===== src/verilog/shift_consts.svh =====
// constants for the eight-stage bit shift register
`ifndef SHIFT_CONSTS_SVH
`define SHIFT_CONSTS_SVH
`define STAGE_COUNT 8
`define STAGE_IDX_W 3
`define STAGE_RESET 8'h00
`define FIFO_DEPTH 8
`define FIFO_PTR_W 3
`define FIFO_CNT_W 4
`define DIR_UP 1'h0
`endif


===== src/verilog/shift_pkg.sv =====
// types shared by the shift register design
package shift_pkg;
  typedef struct packed {
    logic data_bit;
    logic shift_direction;
  } shift_req_type;
endpackage


===== src/verilog/bit_shift_register.sv =====
// eight-stage single-bit shift register block
// Operation
// - each rising trigger edge samples the data bit and shifts once
// - a falling trigger edge changes nothing
// - direction low shifts upward, direction high shifts downward
// - upward: data enters first stage, others move up, last lost
// - downward: data enters last stage, others move down, first lost
// - output follows one stage chosen by a parameter, first to last
// - with retention all eight stages are kept together over power loss
// - without retention the register restarts from its initial state
`timescale 1ns/1ps
`include "shift_consts.svh"
module bit_shift_register #(
  parameter logic [`STAGE_IDX_W-1:0] OUTPUT_STAGE = 3'h0,
  parameter bit RETENTIVE = 1'b0
) (
  input wire logic i_mclk,
  input wire logic i_nrst,
  input wire logic i_shift_trigger,
  input wire logic i_data_bit_source,
  input wire logic i_shift_direction,
  output logic o_selected_stage_output,
  output logic o_in_ready
);
  typedef struct packed {
    logic trig_prev;
    logic [`STAGE_COUNT-1:0] stages;
    logic sel_out;
    logic ready;
  } reg_state_type;
  reg_state_type st_q;
  reg_state_type st_d;
  shift_pkg::shift_req_type req_in;
  shift_pkg::shift_req_type req_out;
  logic rise;
  logic fifo_ready;
  logic out_valid;
  // requests queue through the fifo; its consumer is tied ready, so queued edges drain without a stall
  always_comb begin
    rise = i_shift_trigger && !st_q.trig_prev;
    req_in.data_bit = i_data_bit_source;
    req_in.shift_direction = i_shift_direction;
  end
  shift_fifo #(
    .WIDTH($bits(shift_pkg::shift_req_type)),
    .DEPTH(`FIFO_DEPTH)
  ) u_fifo (
    .i_mclk(i_mclk),
    .i_nrst(i_nrst),
    .i_in_valid(rise),
    .o_in_ready(fifo_ready),
    .i_in_data(req_in),
    .o_out_valid(out_valid),
    .i_out_ready(1'b1),
    .o_out_data(req_out)
  );
  always_comb begin
    st_d = st_q;
    st_d.trig_prev = i_shift_trigger;
    st_d.ready = fifo_ready;
    if (out_valid) begin
      if (req_out.shift_direction == `DIR_UP) begin
        st_d.stages = {st_q.stages[`STAGE_COUNT-2:0],
                       req_out.data_bit};
      end else begin
        st_d.stages = {req_out.data_bit,
                       st_q.stages[`STAGE_COUNT-1:1]};
      end
    end
    st_d.sel_out = st_d.stages[OUTPUT_STAGE];
  end
  // retention keeps the whole stage vector as one unit; a reset then only
  // clears the edge tracker and the ready flag, which mimics a held backup of all stages
  generate
    if (RETENTIVE) begin : g_ret
      always_ff @(posedge i_mclk or negedge i_nrst) begin
        if (!i_nrst) begin
          st_q.trig_prev <= 1'b0;
          st_q.ready <= 1'b0;
        end else begin
          st_q.trig_prev <= st_d.trig_prev;
          st_q.ready <= st_d.ready;
        end
      end
      always_ff @(posedge i_mclk) begin
        st_q.stages <= st_d.stages;
        st_q.sel_out <= st_d.sel_out;
      end
    end else begin : g_nret
      always_ff @(posedge i_mclk or negedge i_nrst) begin
        if (!i_nrst) begin
          // constants only here: the reset branch must not read logic
          st_q <= '{trig_prev: 1'b0, stages: `STAGE_RESET,
                    sel_out: 1'b0, ready: 1'b0};
        end else begin
          st_q <= st_d;
        end
      end
    end
  endgenerate
  assign o_selected_stage_output = st_q.sel_out;
  assign o_in_ready = st_q.ready;
endmodule


===== src/verilog/shift_fifo.sv =====
// small valid/ready fifo with registered read data
`timescale 1ns/1ps
module shift_fifo #(
  parameter int WIDTH = 2,
  parameter int DEPTH = 8
) (
  input wire logic i_mclk,
  input wire logic i_nrst,
  input wire logic i_in_valid,
  output logic o_in_ready,
  input wire logic [WIDTH-1:0] i_in_data,
  output logic o_out_valid,
  input wire logic i_out_ready,
  output logic [WIDTH-1:0] o_out_data
);
  localparam int PW = $clog2(DEPTH);
  typedef struct packed {
    logic [PW-1:0] wr_ptr;
    logic [PW-1:0] rd_ptr;
    logic [PW:0] count;
    logic out_valid;
    logic [WIDTH-1:0] out_data;
  } fifo_state_type;
  fifo_state_type st_q;
  fifo_state_type st_d;
  logic [WIDTH-1:0] mem_q [DEPTH];
  logic push;
  logic pop;
  logic load;
  always_comb begin
    push = i_in_valid && (st_q.count != (PW+1)'(DEPTH));
    // output register refills whenever it is empty or being consumed and the fifo holds an entry
    load = (st_q.count != '0) && (!st_q.out_valid || i_out_ready);
    pop = load;
    st_d = st_q;
    if (push) begin
      st_d.wr_ptr = st_q.wr_ptr + 1'b1;
    end
    if (pop) begin
      st_d.rd_ptr = st_q.rd_ptr + 1'b1;
      st_d.out_data = mem_q[st_q.rd_ptr];
      st_d.out_valid = 1'b1;
    end else if (i_out_ready) begin
      st_d.out_valid = 1'b0;
    end
    st_d.count = st_q.count + (PW+1)'(push) - (PW+1)'(pop);
  end
  always_ff @(posedge i_mclk or negedge i_nrst) begin
    if (!i_nrst) begin
      st_q <= '0;
    end else begin
      st_q <= st_d;
    end
  end
  always_ff @(posedge i_mclk) begin
    if (push) begin
      mem_q[st_q.wr_ptr] <= i_in_data;
    end
  end
  assign o_in_ready = (st_q.count != (PW+1)'(DEPTH));
  assign o_out_valid = st_q.out_valid;
  assign o_out_data = st_q.out_data;
endmodule


===== config.mk =====
export PLATFORM = sky130hd
export DESIGN_NAME = bit_shift_register
export DESIGN_NICKNAME = d
export VERILOG_FILES = /design/src/verilog/shift_pkg.sv /design/src/verilog/bit_shift_register.sv /design/src/verilog/shift_fifo.sv
export VERILOG_INCLUDE_DIRS = /design/src /design/src/verilog
export SDC_FILE = /design/constraint.sdc
export NUM_CORES = 1
export LEC_CHECK = 0
export BUFFER_PORTS_ARGS = -buffer_cell sky130_fd_sc_hd__buf_2
export CAP_MARGIN = 10
export CORE_MARGIN = 2
export CORE_UTILIZATION = 56
export CTS_CLUSTER_SIZE = 20
export DETAILED_ROUTE_END_ITERATION = 6
export GPL_ROUTABILITY_DRIVEN = 1
export PLACE_DENSITY = 0.82
export SYNTH_ARGS = -nofsm -noshare
export SYNTH_HDL_FRONTEND = slang
export SYNTH_SLANG_ARGS = --single-unit

===== constraint.sdc =====
create_clock -name i_mclk -period 3 [get_ports i_mclk]
set_input_delay 0.15 -clock i_mclk [delete_from_list [all_inputs] [get_ports i_mclk]]
set_output_delay 0.15 -clock i_mclk [all_outputs]
set_load 0.02 [all_outputs]

* Word level (Yosys, flattened, before mapping)
Memory sizes are Yosys's and may differ from the RTL's. A register that Yosys moved wholly into a read port is not among the register bits.
Index checks and enable logic that the tools add are counted.
** Word-level totals
- Output and inout bits :: 2
- Input port bits :: 5
- Register bits after elaboration :: 21
- Bits in writable memories :: 16
- Memories :: 1
** Memory list
- u_fifo.mem_q :: depth 8, width 2, read ports 1, clocked after memory_dff 1, write ports 1, RTL line shift_fifo.sv:26 : logic [WIDTH-1:0] mem_q [DEPTH];
** Operators by class
- Muxes and demuxes :: 4
- $add $sub $neg :: 4
- Eq/ne operators :: 1
- Reductions and logical operators :: 5
** Operators with widths (number)
- $mux 8 :: 1
- $add 3x1->3 const B :: 2
- $add 4x1->4 :: 1
- $ne 4x4->1 const B :: 1
- $reduce_bool 4->1 :: 1
- $sub 4x1->4 :: 1
- $mux 1 :: 3
- $logic_and 1x1->1 :: 2
- $logic_not 1->1 :: 2

* Longest topological paths before layout
- Depth after elaboration :: 5
- Mapped depth :: 10
- Mapped depth without buffers :: 10

* Hierarchy
From an unflattened synthesis, not the netlist that was laid out.
** Second synthesis, totals
- Cells, all modules :: 132
- Area, all modules :: 1776.7 µm²
** Modules (own cells, without submodules)
- shift_fifo :: cells an instance 93, area an instance 1335.0 µm², instances 1
- bit_shift_register :: cells an instance 39, area an instance 441.7 µm², instances 1

* Least setup slack after synthesis
OpenSTA, ideal clock, no wires.
- Path type :: reg2reg
- From :: reg u_fifo.st_q[5] (netlist name)
- To :: reg u_fifo.st_q[5] (netlist name)
- Arrival time :: 2.240 ns
- Path buffers :: 0
- Period minus slack after synthesis :: 2.362 ns
- Stages on the path, launching flop included :: 10
- Setup slack :: 0.638 ns
- Cells stage by stage :: dfrtp_1 -> inv_1 -> ha_1 -> nor3b_1 -> inv_1 -> ha_1 -> inv_1 -> ha_1 -> fa_1 -> xor2_1
** RTL lines
- start, declared :: RTL line shift_fifo.sv:24 : fifo_state_type st_q;
- start signal, assigned :: RTL line shift_fifo.sv:52 : st_q <= st_d;

==> reports/results.txt <==
Postcts setup bufs: 0
Syn_nets: 143
Unique cell type count in the Yosys netlist: 26
Flip-flop and latch count after synthesis: 39
Max Buffers Root-to-Sink: 2
Share of cells above drive strength 1: 0.113
Synth Area per Inst: 13.3 um2
Worst-Skew Late Latency: 0.35 ns
Final Cycle Share: 0.753
Post-layout util: 0.616
Fin. Hold Viols: 0
Final Wtd Congestion: 0.742
DIE AREA: 3520 um2
Hold Crit Endpoint: u_fifo.mem_q[2][0]
Root Driver: clkbuf_4
Number of global-route vias before repair: 1058
WL per Instance: 15.2 um
Largest net degree at the start of global routing: 24
Worst reg-to-reg setup slack: 0.74 ns
NumNets Final: 154
Measured slew at the worst slew-check pin: 0.493 ns
Post-synth top area cell: dfrtp_1
Pre-CTS setup slack: 0.756 ns
Worst hold start: i_shift_direction
Worst EP arrival: 2.50 ns
Drt total wl: 2.64 mm
Die width: 59.4 um
Max H-tree Level: 2
Detailed Routing Iterations Pass 1: 3
CTS sink cnt: 39
Ports: 7
Worst R2R End: u_fifo.st_q[5]
DP Area: 1770 um2
Worst hold path type: primary input to flip-flop
Final count of negative-setup-slack endpoints: 0
Hold Path Depth: 1
CP Class: flip-flop to flip-flop
Antenna fix cells: 0
Leak pwr: 0.787 nW
Rows: 20
Initial antenna violation count: 0
Tot GR Track Use: 0.188
Reg clk slew, reported paths: 0.10 ns
RSZ-0062 raised after global routing: no
Most area-consuming cells after synthesis: dfrtp_1, edfxtp_1, mux2i_1, ha_1, nor2_1
Minimum clock period: 2.26 ns
Max_cap viols: 0
Core area: 2980 um2
Die H: 59.4 um
Antenna Nets Post-Route: 0
Slew Limit Headroom: 0.672
Crit Reg-Reg Startpoint: u_fifo.st_q[5]
Syn Std Cell Area: 1720 um2
Non-Filler Instances: 174
Reg2reg path depth: 10
Dpl hpwl: 1.97 mm
Yosys top cell area share: 0.335
CTS tree: done
PD cells: 973 nW/um2
Port bufs: 6
Post-CTS sizing: 0
Outcome: finished clean
Clock skew: 0.00476 ns
CTS Hold Buffers Added: 2
Final instance area: 1840 um2
Max frequency: 443 MHz
VDD IR max: 0.521 mV
Endpoint type of the worst setup path: flip-flop
Starting DRC count in detailed routing: 29
Total gr overflow: 0
CP max FO: 7
Placed Cells: 164
CTS Buf Count: 5
Routed vias/inst: 5.46
Setup ws final: 0.742 ns
Via count: 950
First-pass GRT wire length: 4.63 mm
Starting density of the core: 0.576
Register area share after synthesis: 0.615
Mapped Cells: 129
CP required: 3.24 ns
Syn-to-layout area delta: 6.92%
Final Max Slew Viols: 0
Setup tns final: 0 ns
# DRC: 0
Yosys warnings: 0
Startpoint class of the critical path: flip-flop
## area by class of cell
cell class / count / area [um2]
inverters: 7 / 26.3
multi-input cells: 78 / 606
well taps: 33 / 41.3
fillers: 239 / 1140
flip-flops and latches: 39 / 1060
clock inverters: 2 / 7.51
repair buffers: 9 / 57.6
clock buffers: 6 / 41.3
## cells in the mapped netlist
cell type and number:
nor2b_1 1, a21oi_1 9, xor2_1 3, o21ai_0 2
xnor2_1 3, nor3_1 2, nand3b_1 1, nor3b_1 1
mux2i_1 16, inv_1 7, clkbuf_1 2, dfrtp_1 23
mux4_2 2, and2_4 1, nand3_1 2, buf_2 2
fa_1 1, mux2_4 1, nor2_1 14, or3b_1 1
nand2b_1 2, nand2_1 7, edfxtp_1 16, buf_6 1
ha_1 8, a21o_1 1
## power breakdown
part / internal (mW) / switching, mW
registers: 0.732 / 0.193
logic: 0.332 / 0.281
clock network: 0.0868 / 0.161
## placed cells by master, fill, tap and decap left out, types with 2 or more instances in the layout
cell,synthesis,final
nand2_1,7,7
nand3_1,2,2
o21ai_0,2,2
xnor2_1,3,3
inv_1,7,7
nand2b_1,2,2
mux4_2,2,2
ha_1,8,8
buf_2,2,6
a21oi_1,9,9
xor2_1,3,3
edfxtp_1,16,16
dfrtp_1,23,23
clkbuf_4,0,5
mux2i_1,16,16
nor3_1,2,2
clkinv_1,0,2
dlygate4sd3_1,0,2
nor2_1,14,14
## cell families after synthesis
group,synth area share
muxes,0.128
xor gates and xnor gates,0.0306
buffers and inverters,0.0321
DFF,0.615
AOI/OAI and AO/OA,0.0364
adders and majority gates,0.0700
and+or+nand+nor,0.0875
## sequential cells by signal, indices dropped and copies added (netlist names)
signal / count
u_fifo.st_q: 10
u_fifo.o_out_data: 2
o_in_ready: 1
st_q: 9
u_fifo.mem_q: 16
u_fifo.o_out_valid: 1
## through the flow
| step | power (mW) | hold slack (ns) |
|---|---|---|
| 2_1_floorplan | 1.40 | -0.146 |
| 3_3_place_gp | 1.49 | 0.134 |
| 3_5_place_dp | 1.57 | 0.143 |
| 4_1_cts | 1.82 | 0.0778 |
| 5_1_grt | 1.94 | 0.0832 |
| 6_report | 1.79 | 0.0952 |
## critical path, stage by stage, from the launching register on
cell     delay (ns)
dfrtp_1        0.39
inv_1          0.10
ha_1           0.14
nor3b_1        0.19
buf_4          0.18
inv_1          0.08
ha_1           0.28
inv_1          0.04
ha_1           0.20
fa_1           0.39
xor2_1         0.16
## routing by layer
layer / up-vias / part of all wire / global-route usage
li1: 467 / - / -
met1: 471 / 0.41 / 0.202
met2: 8 / 0.55 / 0.333
met3: 4 / 0.032 / 0.0721
met4: 0 / 0.015 / 0.0682
met5: - / 0 / 0
## worst max path at each step
stage | end | from | slack, ns | cells past startpoint
after floorplan | u_fifo.st_q[5] | u_fifo.st_q[5] | 0.64 | 9
after global placement | u_fifo.st_q[5] | u_fifo.st_q[5] | 0.89 | 10
after detailed placement | u_fifo.st_q[5] | u_fifo.st_q[5] | 0.76 | 10
after CTS | u_fifo.st_q[5] | u_fifo.st_q[5] | 0.73 | 10
after global routing | u_fifo.st_q[5] | u_fifo.st_q[5] | 0.61 | 10
final | u_fifo.st_q[5] | u_fifo.st_q[5] | 0.74 | 10
(Power assumes the default switching activity.)
